===== config.mk =====
export PLATFORM = sky130hd
export DESIGN_NAME = cdus_top
export DESIGN_NICKNAME = d
export VERILOG_FILES = /design/src/hdl/cdus_pkg.sv /design/src/hdl/cdus_edge_if.sv /design/src/hdl/cdus_edge_sync.sv /design/src/hdl/cdus_pin_mux.sv /design/src/hdl/cdus_top.sv
export SDC_FILE = /design/constraint.sdc
export NUM_CORES = 1
export LEC_CHECK = 0
export ABC_AREA = 1
export BUFFER_PORTS_ARGS = -buffer_cell sky130_fd_sc_hd__clkbuf_2
export CAP_MARGIN = 20
export CORE_MARGIN = 2
export CORE_UTILIZATION = 28
export CTS_CLUSTER_SIZE = 40
export DETAILED_ROUTE_END_ITERATION = 7
export GPL_ROUTABILITY_DRIVEN = 0
export HOLD_SLACK_MARGIN = 0.03
export SYNTH_ARGS = -nofsm -noshare
export SYNTH_HDL_FRONTEND = slang
export SYNTH_SLANG_ARGS = --single-unit

===== constraint.sdc =====
create_clock -name i_mclk -period 1.4 [get_ports i_mclk]
set_input_delay 0.28 -clock i_mclk [delete_from_list [all_inputs] [get_ports i_mclk]]
set_output_delay 0.28 -clock i_mclk [all_outputs]
set_load 0.02 [all_outputs]

===== src/hdl/cdus_pkg.sv =====
// Constants, register map and mode codes for the current DAC update scheduler.
// Assumes a 32-bit APB slave with word registers at four times the index.
package cdus_pkg;

	// Register indices; byte address is four times the index
	localparam logic [7:0] CDUS_IDX_CTRL = 8'hb9;
	localparam logic [7:0] CDUS_IDX_HIGH = 8'h97;
	localparam logic [7:0] CDUS_IDX_LOW = 8'h96;
	localparam logic [7:0] CDUS_IDX_BIAS = 8'hd1;
	localparam logic [7:0] CDUS_IDX_STAT = 8'h98;

	localparam int CDUS_AW = 12;
	localparam logic [11:0] CDUS_ADDR_CTRL = {2'b00, CDUS_IDX_CTRL, 2'b00};
	localparam logic [11:0] CDUS_ADDR_HIGH = {2'b00, CDUS_IDX_HIGH, 2'b00};
	localparam logic [11:0] CDUS_ADDR_LOW = {2'b00, CDUS_IDX_LOW, 2'b00};
	localparam logic [11:0] CDUS_ADDR_BIAS = {2'b00, CDUS_IDX_BIAS, 2'b00};
	localparam logic [11:0] CDUS_ADDR_STAT = {2'b00, CDUS_IDX_STAT, 2'b00};

	// Control, bias and status register field positions
	localparam int CDUS_CTRL_EN_BIT = 7;
	localparam int CDUS_CTRL_MODE_HI = 6;
	localparam int CDUS_CTRL_MODE_LO = 4;
	localparam int CDUS_CTRL_FSR_HI = 1;
	localparam int CDUS_CTRL_FSR_LO = 0;
	localparam int CDUS_BIAS_MAN_BIT = 1;
	localparam int CDUS_STAT_PEND_BIT = 16;
	localparam int CDUS_STAT_BIAS_BIT = 17;

	// Reset values and range codes
	localparam logic [7:0] CDUS_CTRL_RST = 8'h72;
	localparam logic [7:0] CDUS_HIGH_RST = 8'h00;
	localparam logic [1:0] CDUS_LOW_RST = 2'h0;
	localparam logic [9:0] CDUS_WORD_RST = 10'h000;
	localparam logic [1:0] CDUS_FSR_2MA = 2'h2;
	localparam logic [1:0] CDUS_FSR_1MA = 2'h1;
	localparam logic [1:0] CDUS_FSR_HALF_MA = 2'h0;

	localparam int CDUS_NUM_TIMERS = 4;

	typedef enum logic [2:0]
	{
		CDUS_MODE_TMR0 = 3'b000,
		CDUS_MODE_TMR1 = 3'b001,
		CDUS_MODE_TMR2 = 3'b010,
		CDUS_MODE_TMR3 = 3'b011,
		CDUS_MODE_RISE = 3'b100,
		CDUS_MODE_FALL = 3'b101,
		CDUS_MODE_BOTH = 3'b110,
		CDUS_MODE_WRITE = 3'b111
	} cdus_mode_e;

endpackage


===== src/hdl/cdus_edge_if.sv =====
// Carrier for synchronised strobe-pin edges between scheduler modules.
// Assumes all signals are on the system clock.
`timescale 1ns/1ps
interface cdus_edge_if;
	logic rise;
	logic fall;
	logic level;
	modport src (output rise, output fall, output level);
	modport snk (input rise, input fall, input level);
endinterface // cdus_edge_if


===== src/hdl/cdus_edge_sync.sv =====
// Synchroniser and edge detector for the external conversion-start pin.
// Assumes the pin is asynchronous to i_mclk.
`timescale 1ns/1ps
module cdus_edge_sync
(
	input wire logic i_mclk,
	input wire logic i_resetn,
	input wire logic i_pin,
	cdus_edge_if.src edge_bus
);
	logic [2:0] sync_q;
	logic level_q;
	logic rise_q;
	logic fall_q;

	always_ff @(posedge i_mclk)
	begin
		if (!i_resetn)
			sync_q <= 3'h0;
		else
			sync_q <= {sync_q[1:0], i_pin};
	end

	always_ff @(posedge i_mclk)
	begin
		if (!i_resetn)
		begin
			level_q <= 1'b0;
			rise_q <= 1'b0;
			fall_q <= 1'b0;
		end
		else
		begin
			rise_q <= (sync_q[1] == sync_q[2]) && sync_q[2] && !level_q;
			fall_q <= (sync_q[1] == sync_q[2]) && !sync_q[2] && level_q;
			if (sync_q[1] == sync_q[2])
				level_q <= sync_q[2];
		end
	end

	assign edge_bus.rise = rise_q;
	assign edge_bus.fall = fall_q;
	assign edge_bus.level = level_q;
endmodule // cdus_edge_sync


===== src/hdl/cdus_pin_mux.sv =====
// Shared pin control: ordinary port pin or current output.
// Assumes GPIO requests come from port logic on the same clock.
`timescale 1ns/1ps
module cdus_pin_mux
(
	input wire logic i_mclk,
	input wire logic i_resetn,
	input wire logic i_enable,
	input wire logic i_gpio_out,
	input wire logic i_gpio_oe,
	input wire logic i_gpio_pullup,
	output logic o_pin_out,
	output logic o_pin_oe,
	output logic o_pin_pullup,
	output logic o_pin_analog
);
	always_ff @(posedge i_mclk)
	begin
		if (!i_resetn)
		begin
			o_pin_out <= 1'b0;
			o_pin_oe <= 1'b0;
			o_pin_pullup <= 1'b0;
			o_pin_analog <= 1'b0;
		end
		else
		begin
			o_pin_out <= i_gpio_out && !i_enable;
			o_pin_oe <= i_gpio_oe && !i_enable;
			o_pin_pullup <= i_gpio_pullup && !i_enable;
			o_pin_analog <= i_enable;
		end
	end
endmodule // cdus_pin_mux


===== src/hdl/cdus_top.sv =====
// Update scheduler for a 10-bit current-output converter, APB register slave.
// Assumes timer overflow pulses on i_mclk; strobe pin is asynchronous.
`timescale 1ns/1ps
module cdus_top
#(
	parameter int NUM_TIMERS = 4
)
(
	input wire logic i_mclk,
	input wire logic i_resetn,
	input wire logic i_psel,
	input wire logic i_penable,
	input wire logic i_pwrite,
	input wire logic [cdus_pkg::CDUS_AW-1:0] i_paddr,
	input wire logic [31:0] i_pwdata,
	input wire logic [3:0] i_pstrb,
	output logic [31:0] o_prdata,
	output logic o_pready,
	output logic o_pslverr,
	input wire logic [NUM_TIMERS-1:0] i_timer_ovf,
	input wire logic i_conv_start_pin,
	input wire logic i_bias_other_req,
	input wire logic i_gpio_out,
	input wire logic i_gpio_oe,
	input wire logic i_gpio_pullup,
	output logic o_pin_out,
	output logic o_pin_oe,
	output logic o_pin_pullup,
	output logic o_pin_analog,
	output logic [9:0] o_dac_word,
	output logic [1:0] o_full_scale_sel,
	output logic o_dac_enable,
	output logic o_bias_enable
);
	import cdus_pkg::*;

	cdus_edge_if edge_bus ();

	logic [7:0] ctrl_q;
	logic [7:0] high_q;
	logic [1:0] low_q;
	logic manual_bias_q;
	logic pending_q;
	logic [9:0] word_q;
	logic [31:0] prdata_q;
	logic pready_q;
	logic pslverr_q;
	logic bias_q;
	logic [1:0] fsr_q;
	logic enable_q;

	logic access;
	logic wr_fire;
	logic rd_fire;
	logic addr_ok;
	logic wr_ctrl;
	logic wr_high;
	logic wr_low;
	logic wr_bias;
	logic [31:0] rd_data;
	logic trig;
	logic [NUM_TIMERS-1:0] tmr_sel;
	cdus_mode_e mode;
	logic [9:0] new_word;
	logic sel_ctrl;
	logic sel_high;
	logic sel_low;
	logic sel_bias;
	logic wr_lane0;
	logic data_wr;
	logic mode_write;
	logic tmr_hit;
	logic edge_hit;
	logic [9:0] held_word;

	assign mode = cdus_mode_e'(ctrl_q[CDUS_CTRL_MODE_HI:CDUS_CTRL_MODE_LO]);
	// Write mode bypasses the pending flag
	assign mode_write = (mode == CDUS_MODE_WRITE);

	cdus_edge_sync u_edge_sync
	(
		.i_mclk (i_mclk),
		.i_resetn (i_resetn),
		.i_pin (i_conv_start_pin),
		.edge_bus (edge_bus.src)
	);

	cdus_pin_mux u_pin_mux
	(
		.i_mclk (i_mclk),
		.i_resetn (i_resetn),
		.i_enable (ctrl_q[CDUS_CTRL_EN_BIT]),
		.i_gpio_out (i_gpio_out),
		.i_gpio_oe (i_gpio_oe),
		.i_gpio_pullup (i_gpio_pullup),
		.o_pin_out (o_pin_out),
		.o_pin_oe (o_pin_oe),
		.o_pin_pullup (o_pin_pullup),
		.o_pin_analog (o_pin_analog)
	);

	// APB: one wait state, so every answer comes from a flop
	assign access = i_psel && i_penable;
	assign wr_fire = access && pready_q && i_pwrite;
	assign rd_fire = access && !pready_q && !i_pwrite;

	always_comb
	begin
		addr_ok = 1'b1;
		case (i_paddr)
			CDUS_ADDR_CTRL: addr_ok = 1'b1;
			CDUS_ADDR_HIGH: addr_ok = 1'b1;
			CDUS_ADDR_LOW: addr_ok = 1'b1;
			CDUS_ADDR_BIAS: addr_ok = 1'b1;
			CDUS_ADDR_STAT: addr_ok = 1'b1;
			default: addr_ok = 1'b0;
		endcase
	end

	assign sel_ctrl = (i_paddr == CDUS_ADDR_CTRL);
	assign sel_high = (i_paddr == CDUS_ADDR_HIGH);
	assign sel_low = (i_paddr == CDUS_ADDR_LOW);
	assign sel_bias = (i_paddr == CDUS_ADDR_BIAS);

	// Only byte lane 0 holds writable register bits
	assign wr_lane0 = wr_fire && i_pstrb[0];
	assign wr_ctrl = wr_lane0 && sel_ctrl;
	assign wr_high = wr_lane0 && sel_high;
	assign wr_low = wr_lane0 && sel_low;
	assign wr_bias = wr_lane0 && sel_bias;
	assign data_wr = wr_high || wr_low;

	always_comb
	begin
		rd_data = 32'h0000_0000;
		case (i_paddr)
			CDUS_ADDR_CTRL: rd_data = {24'h00_0000, ctrl_q};
			CDUS_ADDR_HIGH: rd_data = {24'h00_0000, high_q};
			CDUS_ADDR_LOW: rd_data = {24'h00_0000, low_q, 6'h00};
			CDUS_ADDR_BIAS:
			begin
				rd_data[CDUS_BIAS_MAN_BIT] = manual_bias_q;
			end
			CDUS_ADDR_STAT:
			begin
				rd_data[9:0] = word_q;
				rd_data[CDUS_STAT_PEND_BIT] = pending_q;
				rd_data[CDUS_STAT_BIAS_BIT] = bias_q;
			end
			default: rd_data = 32'h0000_0000;
		endcase
	end

	// Answer one cycle after the access phase opens
	always_ff @(posedge i_mclk)
	begin
		if (!i_resetn)
			pready_q <= 1'b0;
		else
			pready_q <= access && !pready_q;
	end

	// Error flag rides with the ready pulse
	always_ff @(posedge i_mclk)
	begin
		if (!i_resetn)
			pslverr_q <= 1'b0;
		else
			pslverr_q <= access && !pready_q && !addr_ok;
	end

	// Read data stands only with pready, zero otherwise
	always_ff @(posedge i_mclk)
	begin
		if (!i_resetn)
			prdata_q <= 32'h0000_0000;
		else if (rd_fire)
			prdata_q <= rd_data;
		else
			prdata_q <= 32'h0000_0000;
	end

	// range field resets to 2 mA
	always_ff @(posedge i_mclk)
	begin
		if (!i_resetn)
			ctrl_q <= CDUS_CTRL_RST;
		else if (wr_ctrl)
			ctrl_q <= {i_pwdata[7:4], 2'b00, i_pwdata[1:0]};
	end

	always_ff @(posedge i_mclk)
	begin
		if (!i_resetn)
			high_q <= CDUS_HIGH_RST;
		else if (wr_high)
			high_q <= i_pwdata[7:0];
	end

	// only bits 7 and 6 stored
	always_ff @(posedge i_mclk)
	begin
		if (!i_resetn)
			low_q <= CDUS_LOW_RST;
		else if (wr_low)
			low_q <= i_pwdata[7:6];
	end

	always_ff @(posedge i_mclk)
	begin
		if (!i_resetn)
			manual_bias_q <= 1'b0;
		else if (wr_bias)
			manual_bias_q <= i_pwdata[CDUS_BIAS_MAN_BIT];
	end

	genvar g;
	generate
		for (g = 0; g < NUM_TIMERS; g++)
		begin : g_tmr
			assign tmr_sel[g] = i_timer_ovf[g] && (32'(mode) == g);
		end
	endgenerate
	assign tmr_hit = |tmr_sel;

	always_comb
	begin
		edge_hit = 1'b0;
		case (mode)
			CDUS_MODE_RISE: edge_hit = edge_bus.rise;
			CDUS_MODE_FALL: edge_hit = edge_bus.fall;
			CDUS_MODE_BOTH: edge_hit = edge_bus.rise || edge_bus.fall;
			default: edge_hit = 1'b0;
		endcase
	end

	always_comb
	begin
		trig = 1'b0;
		case (mode)
			CDUS_MODE_TMR0, CDUS_MODE_TMR1, CDUS_MODE_TMR2, CDUS_MODE_TMR3:
				trig = tmr_hit;
			CDUS_MODE_RISE, CDUS_MODE_FALL, CDUS_MODE_BOTH:
				trig = edge_hit;
			CDUS_MODE_WRITE: trig = 1'b0;
			default: trig = 1'b0;
		endcase
	end

	// held low bits join new high
	assign new_word = {i_pwdata[7:0], low_q};
	assign held_word = {high_q, low_q};

	always_ff @(posedge i_mclk)
	begin
		if (!i_resetn)
			pending_q <= 1'b0;
		// Write in a trigger cycle keeps new data pending
		else if (data_wr)
			pending_q <= !mode_write;
		else if (trig)
			pending_q <= 1'b0;
	end

	// Output latch: write mode vs held-until-trigger modes
	always_ff @(posedge i_mclk)
	begin
		if (!i_resetn)
			word_q <= CDUS_WORD_RST;
		else if (mode_write)
		begin
			if (wr_high)
				word_q <= new_word;
		end
		else if (trig && pending_q)
			word_q <= held_word;
	end

	always_ff @(posedge i_mclk)
	begin
		if (!i_resetn)
			fsr_q <= CDUS_FSR_2MA;
		else if (ctrl_q[CDUS_CTRL_FSR_HI])
			fsr_q <= CDUS_FSR_2MA;
		else if (ctrl_q[CDUS_CTRL_FSR_LO])
			fsr_q <= CDUS_FSR_1MA;
		else
			fsr_q <= CDUS_FSR_HALF_MA;
	end

	always_ff @(posedge i_mclk)
	begin
		if (!i_resetn)
			enable_q <= 1'b0;
		else
			enable_q <= ctrl_q[CDUS_CTRL_EN_BIT];
	end

	always_ff @(posedge i_mclk)
	begin
		if (!i_resetn)
			bias_q <= 1'b0;
		else
			bias_q <= ctrl_q[CDUS_CTRL_EN_BIT] || manual_bias_q || i_bias_other_req;
	end

	assign o_prdata = prdata_q;
	assign o_pready = pready_q;
	assign o_pslverr = pslverr_q;
	assign o_dac_word = word_q;
	assign o_full_scale_sel = fsr_q;
	assign o_dac_enable = enable_q;
	assign o_bias_enable = bias_q;
endmodule // cdus_top


; ---- After elaboration in Yosys (flattened, before gate mapping)
; Index checks and enable logic that the tools add are counted.
[word_totals]
elab_cells = 93
out_inout_bits = 52
input_bits = 62
regBits = 75
[op_classes]
n_reduce_logical = 45
n_mux = 12
bitwise = 1
eq_ne = 14
[op_table]
columns = cell, n
row1 = "12-bit by 10-bit equality test with 1-bit output, second input constant", 5
row2 = 8-bit case mux with 4 select lines, 1
row3 = 10-bit 2-to-1 mux, 3
row4 = 1-bit logical AND, 23
row5 = "3-bit equality test, second input constant", 4
row6 = 1-bit case mux with 3 select lines, 3
row7 = 4-bit OR reduction, 2
row8 = 1-bit logical NOT, 7
row9 = "3-bit by 2-bit equality test with 1-bit output, second input constant", 2
row10 = 5-bit OR reduction, 1
row11 = 1-bit logical OR, 4
row12 = 1-bit 2-to-1 mux, 4
row13 = 1-bit case mux with 4 select lines, 1
row14 = 2-bit AND reduction, 2
row15 = 2-bit nonzero test, 2
row16 = "3-bit by 1-bit equality test with 1-bit output, second input constant", 1
row17 = 3-bit logical NOT, 1
row18 = 3-bit AND reduction, 1
row19 = 3-bit OR reduction, 1
row20 = "2-bit inequality test, second input constant", 1
row21 = 2-bit OR reduction, 1
row22 = 1-bit equality test, 1
row23 = 1-bit NOT, 1

; ---- Longest topological paths before layout
; Gate-level depths: netlist (run 1).
[depth]
word_depth = 7
mapped_depth = 10
ltp_nobuf = 10

; ---- Modules after synthesis
; From an unflattened synthesis (run 1), not the netlist that was laid out.
[unflattened]
hier_cells = 379
area_unflattened_um2 = 2702.6
[modules_own_cells]
columns = module, area_each_um2, instances, cells_each, seq_area_each_um2
row1 = cdus_top, 2374.8, 1, 341, 920.9
row2 = cdus_edge_sync, 207.7, 1, 24, 120.1
row3 = cdus_pin_mux, 120.1, 1, 14, 80.1

; ---- Worst setup path before layout (run 1)
; No wires, ideal clock.
[synth_timing]
path_kind = register to register
from = register pready_q, in the netlist o_pready
to = register word_q[0], in the netlist o_dac_word[0]
n_path_buf = 1
period_less_slack_ns = 1.380
setup_time_ns = 0.115
path_stages_with_launch = 7
path_slack_ns = 0.020
required_ns = 1.285
t_arrival_ns = 1.265
path_cell_list = dfxtp_1 > nand3_2 > nor2_4 > nand4_4 > buf_6 > a21oi_1 > nor2_1
[synth_between]
elab_chain_cells = 6
[synth_lines]
columns = element, line_no
row1 = start: declaration, cdus_top.sv:46  ; logic pready_q;
row2 = start signal: assignment, cdus_top.sv:160  ; pready_q <= access && !pready_q;
row3 = 1-bit logical AND (2 in a row), cdus_top.sv:104  ; assign wr_fire = access && pready_q && i_pwrite;
row4 = 1-bit logical AND, cdus_top.sv:126  ; assign wr_lane0 = wr_fire && i_pstrb[0];
row5 = 1-bit logical AND, cdus_top.sv:128  ; assign wr_high = wr_lane0 && sel_high;
row6 = 2-bit inequality test (no line), --
row7 = 2-bit AND reduction (no line), --
row8 = end signal: assignment, cdus_top.sv:273  ; word_q <= new_word;
row9 = end signal: assignment, cdus_top.sv:276  ; word_q <= held_word;
row10 = end: declaration, cdus_top.sv:44  ; logic [9:0] word_q;
; No other way between the ends.
; A chain may end at the register's enable or synchronous reset.

; ---- Worst setup path after layout (run 1)
[layout_timing]
from = register pready_q, in the netlist o_pready
to = register word_q[2], in the netlist o_dac_word[2]
; Same word-level chain as after synthesis.

==> results of run 1 <==
## stage by stage
step	hold WS [ns]	setup slack [ns]
floorplan	0.378	0.0196
global placement	0.396	-0.0357
detailed placement	0.402	-0.0613
CTS	0.142	0.0139
global route	0.150	-0.0177
finish	0.148	0.0730
## synth_stat cells (5+ instances only)
library cell	instances
sky130_fd_sc_hd__nand3_2	15
sky130_fd_sc_hd__buf_4	22
sky130_fd_sc_hd__nand2_1	68
sky130_fd_sc_hd__dfxtp_1	55
sky130_fd_sc_hd__inv_1	45
sky130_fd_sc_hd__o21ai_0	18
sky130_fd_sc_hd__nor3_1	8
sky130_fd_sc_hd__nor2_2	5
sky130_fd_sc_hd__nor2_1	62
sky130_fd_sc_hd__nand3_1	8
sky130_fd_sc_hd__o21ai_1	5
sky130_fd_sc_hd__a21oi_1	20
sky130_fd_sc_hd__inv_2	9
sky130_fd_sc_hd__nand2_2	6
## flip-flops by register name, indices dropped and copies added, names as in the netlist, 2 cells and up
| register | count |
|---|---|
| u_edge_sync.sync_q | 3 |
| low_q | 2 |
| o_dac_word | 10 |
| high_q | 8 |
| ctrl_q | 6 |
| o_prdata | 12 |
| o_full_scale_sel | 2 |
## kinds of logic (layout without fill, tap and decap cells)
group,Yosys count,count (layout),synth area share
DFF,55,55,0.389
AOI/OAI and AO/OA,48,48,0.0889
buffers and inverters,86,153,0.163
other,1,20,0.00133
and+or+nand+nor,189,189,0.349
adders and majority gates,2,2,0.00884
## critical path, cell delays in order (launching register included)
cell and delay (ns):
sky130_fd_sc_hd__dfxtp_2 0.35, sky130_fd_sc_hd__nand3_2 0.08, sky130_fd_sc_hd__nor2_4 0.17, sky130_fd_sc_hd__buf_4 0.14
sky130_fd_sc_hd__nand4_4 0.10, sky130_fd_sc_hd__buf_12 0.18, sky130_fd_sc_hd__a21oi_1 0.16, sky130_fd_sc_hd__nor2_1 0.06
## what timing repair did
action                     CTS  global route
resized for setup            0             8
setup endpoints to repair    0            14
buffers inserted             0             1
## power breakdown
part	switching (W)	leakage (nW)	internal, W	total, W
clock	0.000544	0.0485	0.000360	0.000904
combinational	0.000175	1.32	0.0000919	0.000267
sequential	0.00000521	0.445	0.00158	0.00158
total	0.000725	1.81	0.00203	0.00275
## final cells by class
class,count,area [um2]
well taps,133,166
fillers,1065,6320
inverters,55,206
clock buffers,5,68.8
clock inverters,3,22.5
multi-input cells,259,1350
repair buffers,90,536
flip-flops and latches,55,1100
## final timing paths
check | startpoint | end | slack (ns)
worst min register to register | u_edge_sync.sync_q[0] | u_edge_sync.sync_q[1] | 0.42
worst max-delay path | o_pready | o_dac_word[2] | 0.07
worst max register to register | o_pready | o_dac_word[2] | 0.07
worst min-delay path | i_conv_start_pin | u_edge_sync.sync_q[0] | 0.15
## routing by layer
layer | vias to the layer above | global-route usage | routed length (um)
met4 | 0 | 0.0425 | 85
met2 | 60 | 0.210 | 3180
met3 | 8 | 0.0338 | 362
li1 | 1316 | - | -
met5 | - | 0 | 0
met1 | 1118 | 0.165 | 3160
==> impl_summary.txt, run 1 <==
----------------------------------------------------
[Yosys]
  Flops & latches, synth ... 55
  Number of enable-type register cells in the synthesized netlist ... 0
  Sequential area share after synthesis ... 0.389
  Average footprint of a synthesized cell ... 7.43 um2
  Netlist Area Pre-Place ... 0.00283 mm2
  Largest cells by area after synthesis ... sky130_fd_sc_hd__dfxtp_1, sky130_fd_sc_hd__nand2_1, sky130_fd_sc_hd__nor2_1
  Proportion of register bits with asynchronous set or reset after synthesis ... 0
  Synth Instances ... 381
  Number of distinct library cells after synthesis ... 33
  Post-synth top area share ... 0.389
  Prevailing post-synth register cell ... sky130_fd_sc_hd__dfxtp_1
  Top cell type by total area after synthesis ... sky130_fd_sc_hd__dfxtp_1
  Syn. warnings ... 0

[Floorplanning]
  Die area ... 0.0109 mm2
  Placement row count ... 36
  Die Width ... 105 um
  Floorplan core area ... 0.00977 mm2
  Top-level I/O count ... 114
  Die height ... 105 um
  Initial Utilization ... 0.289

[Cells and area]
  Final standard cell utilization of the core ... 0.354
  Most common cell after layout, fill and taps aside ... sky130_fd_sc_hd__nand2_1
  Count of nets after finishing ... 530
  Final antenna diode count ... 0
  Synthesis-to-finish area growth ... 22.2%
  Finished Layout Cells ... 600
  Share of post-route cells with drive strength above 1 ... 0.332
  Highest-count cells in the layout ignoring fill and taps ... sky130_fd_sc_hd__nand2_1, sky130_fd_sc_hd__clkbuf_2, sky130_fd_sc_hd__nor2_1
  Final Instance Area ... 0.00346 mm2

[Routing]
  Drc violations ... 0
  Average wire per standard cell ... 11.3 um
  Ratio of routed vias to standard cells ... 4.17
  Post-DRT Antenna Nets ... 0
  Via count ... 2502
  Routed wire length ... 6790 um
  Initial drt markers ... 106
  Length of the first detailed-routing pass in iterations ... 4

[Placed design]
  Half-perimeter wire length after placement ... 5320 um
  Cell total after placement ... 591
  Post-place instance area ... 0.00334 mm2
  Input/output buffers ... 66

[STA]
  Maximum frequency from static timing analysis ... 754 MHz
  Portion of the clock cycle consumed by the worst path in the final layout ... 0.948
  Slew Limit Fails ... 0
  Total Neg Setup Slack ... 0 ns
  Setup-violating endpoint count in the final report ... 0
  Time the final worst path needs with I/O delays and setup ... 1.33 ns
  Final Hold Violating Endpoints ... 0
  RSZ-0062 raised after global routing ... yes
  Clock skew after layout ... 0.0188 ns

[Clock tree]
  Clk sink count ... 55
  Total CTS buffers ... 5
  # H-tree levels ... 2
  Worst-Skew Late Latency ... 0.32 ns
  Count of hold buffers inserted by post-cts repair ... 0
  Longest Clk Path Bufs ... 2
  Clock tree from TritonCTS ... yes
  Reg clk slew, reported paths ... 0.10 ns
  Buffer type at the clock tree root ... sky130_fd_sc_hd__clkbuf_8

[Critical path]
  Crit start category ... register
  Critical path endpoint category ... register
  Crit path arrival time ... 1.54 ns
  Required time of the critical path ... 1.61 ns
  Cell count of the worst reg-to-reg path ... 7
  Largest fanout on the critical path ... 20
  WS Path Type ... register to register

[Pwr]
  Static Leak ... 1.81 nW
  Final total power ... 0.00275 W
  Peak supply drop ... 0.451 mV
  Power per unit of standard cell area ... 797 mW/mm2

[GRT]
  Wire length of the first global-routing pass ... 11500 um
  Initial antenna violation count ... 0
  Global-route total usage across every layer ... 0.129
  Number of global-route vias before repair ... 2434
  Overflow left after global routing ... 0
  Largest net degree at the start of global routing ... 35

[Worst hold path]
  Hold-critical path depth ... 3
  Type of the most critical hold path ... primary input to register

[Job]
  Max cap viols ... 0

[Run status]
  Result of the run ... finished, final reports clean

----------------------------------------------------
Note: power is estimated with default switching activity, not from simulation.
==> run 2, diff against run 1 <==
CAP_MARGIN = 15   (was 20)
PLACE_DENSITY = 0.61   (was default)
==> impl_summary.txt, run 2 (same netlist as run 1, synthesis figures left out) <==
----------------------------------------------------
[Clock tree]
  Clk sink count ... 55 (unchanged)
  Buffer type at the clock tree root ... sky130_fd_sc_hd__clkbuf_8
  Longest Clk Path Bufs ... 2 (unchanged)
  Clock tree from TritonCTS ... yes
  Worst-Skew Late Latency ... 0.31 ns (about the same)
  Total CTS buffers ... 5 (unchanged)
  # H-tree levels ... 2 (unchanged)
  Count of hold buffers inserted by post-cts repair ... 0 (unchanged)
  Reg clk slew, reported paths ... 0.11 ns (about the same)

[GRT]
  Overflow left after global routing ... 0 (unchanged)
  Initial antenna violation count ... 0 (unchanged)
  Largest net degree at the start of global routing ... 35 (unchanged)
  Wire length of the first global-routing pass ... 11000 um (-4.7%)
  Global-route total usage across every layer ... 0.122 (-0.00672)
  Number of global-route vias before repair ... 2374 (-2.5%)

[Floorplanning]
  Initial Utilization ... 0.289 (unchanged)
  Placement row count ... 36 (unchanged)
  Top-level I/O count ... 114 (unchanged)
  Die area ... 0.0109 mm2 (unchanged)
  Die Width ... 105 um (unchanged)
  Floorplan core area ... 0.00977 mm2 (unchanged)
  Die height ... 105 um (unchanged)

[Critical path]
  Required time of the critical path ... 1.62 ns (about the same)
  Largest fanout on the critical path ... 20 (unchanged)
  Crit start category ... register
  Minimum setup slack among reg-to-reg paths ... 0.09 ns (+0.02 ns)
  End of the worst register-to-register path ... o_dac_word[5]
  Crit path arrival time ... 1.53 ns (about the same)
  WS Path Type ... register to register
  Launch point of the worst reg-to-reg path ... o_pready
  Critical path endpoint category ... register
  Cell count of the worst reg-to-reg path ... 7 (unchanged)

[Cells and area]
  Final standard cell utilization of the core ... 0.358 (+0.00474)
  Max reg flops ... 12 (unchanged)
  Synthesis-to-finish area growth ... 23.8%
  Final antenna diode count ... 0 (unchanged)
  Share of post-route cells with drive strength above 1 ... 0.345 (+0.0128)
  Count of nets after finishing ... 530 (unchanged)
  Finished Layout Cells ... 600 (unchanged)
  Most common cell after layout, fill and taps aside ... sky130_fd_sc_hd__nand2_1
  Highest-count cells in the layout ignoring fill and taps ... sky130_fd_sc_hd__nand2_1, sky130_fd_sc_hd__clkbuf_2, sky130_fd_sc_hd__nor2_1

[Pwr]
  Peak supply drop ... 0.423 mV (-6.1%)
  Static Leak ... 1.83 nW (+0.69%)
  Power per unit of standard cell area ... 788 mW/mm2 (-1.1%)

[Placed design]
  Cell total after placement ... 590 (-0.17%)
  Half-perimeter wire length after placement ... 5230 um (-1.7%)
  Input/output buffers ... 66 (unchanged)

[STA]
  RSZ-0062 raised after global routing ... no
  Time the final worst path needs with I/O delays and setup ... 1.31 ns (-0.0181 ns)
  Portion of the clock cycle consumed by the worst path in the final layout ... 0.935 (-0.0129)
  Slew Limit Fails ... 0 (unchanged)
  Maximum frequency from static timing analysis ... 764 MHz (+1.4%)
  Final Hold Violating Endpoints ... 0 (unchanged)
  Setup-violating endpoint count in the final report ... 0 (unchanged)
  Clock skew after layout ... 0.0111 ns (-0.00770 ns)

[Worst hold path]
  Hold-critical path depth ... 3 (unchanged)
  Launch instance of the worst min-delay path ... i_conv_start_pin
  Hold endpoint ... u_edge_sync.sync_q[0]
  Type of the most critical hold path ... primary input to register

[Routing]
  Average wire per standard cell ... 10.9 um (-3.9%)
  Routed wire length ... 6530 um (-3.9%)
  Post-DRT Antenna Nets ... 0 (unchanged)
  Length of the first detailed-routing pass in iterations ... 4 (unchanged)
  Drc violations ... 0 (unchanged)
  Initial drt markers ... 108 (+1.9%)
  Ratio of routed vias to standard cells ... 4.21 (+0.84%)
  Via count ... 2523 (+0.84%)

[Job]
  Max cap viols ... 0 (unchanged)

[Run status]
  Result of the run ... finished, final reports clean

----------------------------------------------------
==> run 2: metrics by stage <==
stage	TNS [ns]	setup WS (ns)	hold slack, ns	power (W)	area, um2
CTS	0	0.0509	0.137	0.00278	3450
global route	0	0.000116	0.143	0.00288	3500
detailed placement	-1.10	-0.0706	0.401	0.00188	3360
finish	0	0.0911	0.139	0.00276	3500
floorplan	0	0.0196	0.378	0.00181	2900
global placement	-0.200	-0.0384	0.395	0.00188	3360
==> run 2: worst max-delay path by stage <==
stage                start            end  slack, ns  depth (start not counted)
3_5_place_dp   i_paddr[11]    o_prdata[7]      -0.07                          8
6_report          o_pready  o_dac_word[5]       0.09                          7
2_1_floorplan     o_pready  o_dac_word[0]       0.02                          6
5_1_grt           o_pready      pending_q     0.0001                          9
4_1_cts          ctrl_q[5]  o_dac_word[7]       0.05                          9
3_3_place_gp   i_paddr[11]    o_prdata[7]      -0.04                          8
==> run 2: per-layer routing <==
metal  vias up  track usage  wire [um]
li1       1312            -          -
met1      1130        0.152       3030
met2        68        0.205       3000
met3        13       0.0351        386
met4         0       0.0357        110
met5         -            0          0
==> run 2: power by group <==
group	leakage, nW	internal [W]	total, W	switching, W
logic	1.34	0.0000921	0.000268	0.000176
clock network	0.0461	0.000362	0.000912	0.000549
registers	0.444	0.00158	0.00158	0.00000487
==> run 2: area by class of cell <==
type,count,area [um2]
clock inverters,3,23.8
well taps,133,166
flip-flops and latches,55,1100
clock buffers,5,68.8
fillers,1054,6270
inverters,55,206
multi-input cells,259,1370
repair buffers,90,561
==> run 2: what timing repair did <==
item	CTS	global route
gates resized for setup	0	14
buffers inserted	0	2
setup endpoints to repair	0	13
endpoints found under the hold margin	0	0
==> run 2: critical path, cell delays in order, from the launching register on <==
cell and delay [ns]:
sky130_fd_sc_hd__dfxtp_2 0.35, sky130_fd_sc_hd__nand3_2 0.08, sky130_fd_sc_hd__nor2_4 0.15, sky130_fd_sc_hd__buf_4 0.14
sky130_fd_sc_hd__nand4_4 0.10, sky130_fd_sc_hd__buf_12 0.18, sky130_fd_sc_hd__a21oi_1 0.15, sky130_fd_sc_hd__nor2_1 0.06
==> run 3, diff against run 2 <==
PLACE_DENSITY = 0.63   (was 0.61)
clock period = 1.1 ns   (was 1.4 ns; I/O delays follow)
==> impl_summary.txt, run 3 (same netlist as run 1, synthesis figures left out) <==
----------------------------------------------------
[Clock tree]
  # H-tree levels ... 2 (unchanged)
  Buffer type at the clock tree root ... sky130_fd_sc_hd__clkbuf_8
  Worst-Skew Late Latency ... 0.31 ns (about the same)
  Count of hold buffers inserted by post-cts repair ... 0 (unchanged)
  Total CTS buffers ... 5 (unchanged)
  Clk sink count ... 55 (unchanged)
  Longest Clk Path Bufs ... 2 (unchanged)
  Reg clk slew, reported paths ... 0.10 ns (about the same)
  Clock tree from TritonCTS ... yes

[GRT]
  Largest net degree at the start of global routing ... 35 (unchanged)
  Wire length of the first global-routing pass ... 11700 um (+6.4%)
  Global-route total usage across every layer ... 0.130 (+0.00822)
  Number of global-route vias before repair ... 2517 (+6.0%)
  Initial antenna violation count ... 0 (unchanged)
  Overflow left after global routing ... 0 (unchanged)

[STA]
  Final Hold Violating Endpoints ... 0 (unchanged)
  Clock skew after layout ... 0.00705 ns (-0.00408 ns)
  RSZ-0062 raised after global routing ... yes
  Portion of the clock cycle consumed by the worst path in the final layout ... 1.19 (+0.255)
  Time the final worst path needs with I/O delays and setup ... 1.31 ns (-0.000151 ns)
  Slew Limit Fails ... 0 (unchanged)
  Maximum frequency from static timing analysis ... 764 MHz (about the same)
  Setup-violating endpoint count in the final report ... 41 (+41)
  Final Worst Setup Slack ... -0.209 ns (-0.300 ns)

[Pwr]
  Power per unit of standard cell area ... 933 mW/mm2 (+18%)
  Final total power ... 0.00354 W (+28%)
  Peak supply drop ... 0.527 mV (+25%)
  Static Leak ... 1.92 nW (+5.0%)

[Worst hold path]
  Hold endpoint ... u_edge_sync.sync_q[0]
  Type of the most critical hold path ... primary input to register
  Launch instance of the worst min-delay path ... i_conv_start_pin
  Hold-critical path depth ... 3 (unchanged)

[Floorplanning]
  Top-level I/O count ... 114 (unchanged)
  Floorplan core area ... 0.00977 mm2 (unchanged)
  Die area ... 0.0109 mm2 (unchanged)
  Die height ... 105 um (unchanged)
  Die Width ... 105 um (unchanged)
  Placement row count ... 36 (unchanged)
  Initial Utilization ... 0.289 (unchanged)

[Cells and area]
  Highest-count cells in the layout ignoring fill and taps ... sky130_fd_sc_hd__nand2_1, sky130_fd_sc_hd__clkbuf_2, sky130_fd_sc_hd__nor2_1
  Max reg flops ... 12 (unchanged)
  Final standard cell utilization of the core ... 0.388 (+0.0294)
  Fillcell total ... 1034 (-1.9%)
  Final antenna diode count ... 0 (unchanged)
  Share of post-route cells with drive strength above 1 ... 0.425 (+0.0805)
  Count of nets after finishing ... 538 (+1.5%)
  Synthesis-to-finish area growth ... 34.0%
  Finished Layout Cells ... 608 (+1.3%)

[Placed design]
  Input/output buffers ... 66 (unchanged)
  Cell total after placement ... 591 (+0.17%)
  Half-perimeter wire length after placement ... 5360 um (+2.4%)

[Run status]
  Violations in the final reports ... setup timing
  Result of the run ... finished with violations

[Critical path]
  Cell count of the worst reg-to-reg path ... 7 (unchanged)
  Largest fanout on the critical path ... 7 (-65%)
  Crit start category ... register
  Required time of the critical path ... 1.31 ns (-0.31 ns)
  End of the worst register-to-register path ... high_q[5]
  Crit path arrival time ... 1.52 ns (about the same)
  Critical path endpoint category ... register
  Minimum setup slack among reg-to-reg paths ... -0.21 ns (-0.30 ns)
  WS Path Type ... register to register
  Launch point of the worst reg-to-reg path ... o_pready

[Routing]
  Ratio of routed vias to standard cells ... 4.28 (+1.8%)
  Post-DRT Antenna Nets ... 0 (unchanged)
  Via count ... 2602 (+3.1%)
  Length of the first detailed-routing pass in iterations ... 4 (unchanged)
  Initial drt markers ... 118 (+9.3%)
  Routed wire length ... 6940 um (+6.3%)
  Drc violations ... 0 (unchanged)
  Average wire per standard cell ... 11.4 um (+4.9%)

[Job]
  Max cap viols ... 0 (unchanged)

----------------------------------------------------
## run 3: repair_timing
action | 4_1_cts | 5_1_grt
gates resized for setup | 49 | 42
buffers inserted | 3 | 7
hold endpoints to repair | 0 | 0
pin swaps | 14 | 21
setup endpoints to repair | 45 | 47
## run 3: worst max-delay path by stage
stage	startpoint	to	slack, ns	cells after the start
after CTS	ctrl_q[4]	o_dac_word[3]	-0.17	8
after global placement	i_paddr[11]	high_q[6]	-0.33	8
after detailed placement	i_paddr[11]	high_q[1]	-0.39	8
after global routing	ctrl_q[4]	o_dac_word[6]	-0.27	10
final	o_pready	high_q[5]	-0.21	7
after floorplan	o_pready	high_q[3]	-0.12	6
## run 3: critical path, cell delays in order (launching register included)
cell and delay (ns):
sky130_fd_sc_hd__dfxtp_4 0.38, sky130_fd_sc_hd__nand3_4 0.07, sky130_fd_sc_hd__nor2_4 0.16, sky130_fd_sc_hd__buf_12 0.13, sky130_fd_sc_hd__nand3_4 0.14, sky130_fd_sc_hd__buf_6 0.19, sky130_fd_sc_hd__o21ai_2 0.10, sky130_fd_sc_hd__a21oi_1 0.05
## run 3: where the power goes
part / total (W) / leakage (nW) / switching (W) / internal, W
registers: 0.00201 / 0.447 / 0.00000727 / 0.00201
clock network: 0.00115 / 0.0489 / 0.000692 / 0.000462
logic: 0.000371 / 1.42 / 0.000240 / 0.000131
total: 0.00354 / 1.92 / 0.000939 / 0.00260
## run 3: layer usage
layer  vias to the layer above  share of wire  track usage
met1                      1188           0.45        0.165
met4                         0          0.011       0.0338
met3                         9          0.056       0.0332
met5                         -              0            0
li1                       1336              -            -
met2                        69           0.48        0.220
## run 3: final cells by class
type / count / area, um2 / area share
clock inverters: 3 / 22.5 / 0.00594
well taps: 133 / 166 / 0.0439
repair buffers: 98 / 662 / 0.175
inverters: 55 / 224 / 0.0591
multi-input cells: 259 / 1530 / 0.404
clock buffers: 5 / 68.8 / 0.0182
flip-flops and latches: 55 / 1110 / 0.294
## run 3: stage by stage
stage                     TNS, ns  instance area, um2  hold WS, ns  setup WS (ns)
after floorplan             -2.26                2910        0.318         -0.125
after global placement      -9.53                3350        0.397         -0.328
after detailed placement    -9.74                3350        0.404         -0.393
after CTS                   -3.40                3600       0.0767         -0.169
after global routing        -7.61                3790       0.0829         -0.270
final                       -4.67                3790       0.0846         -0.209
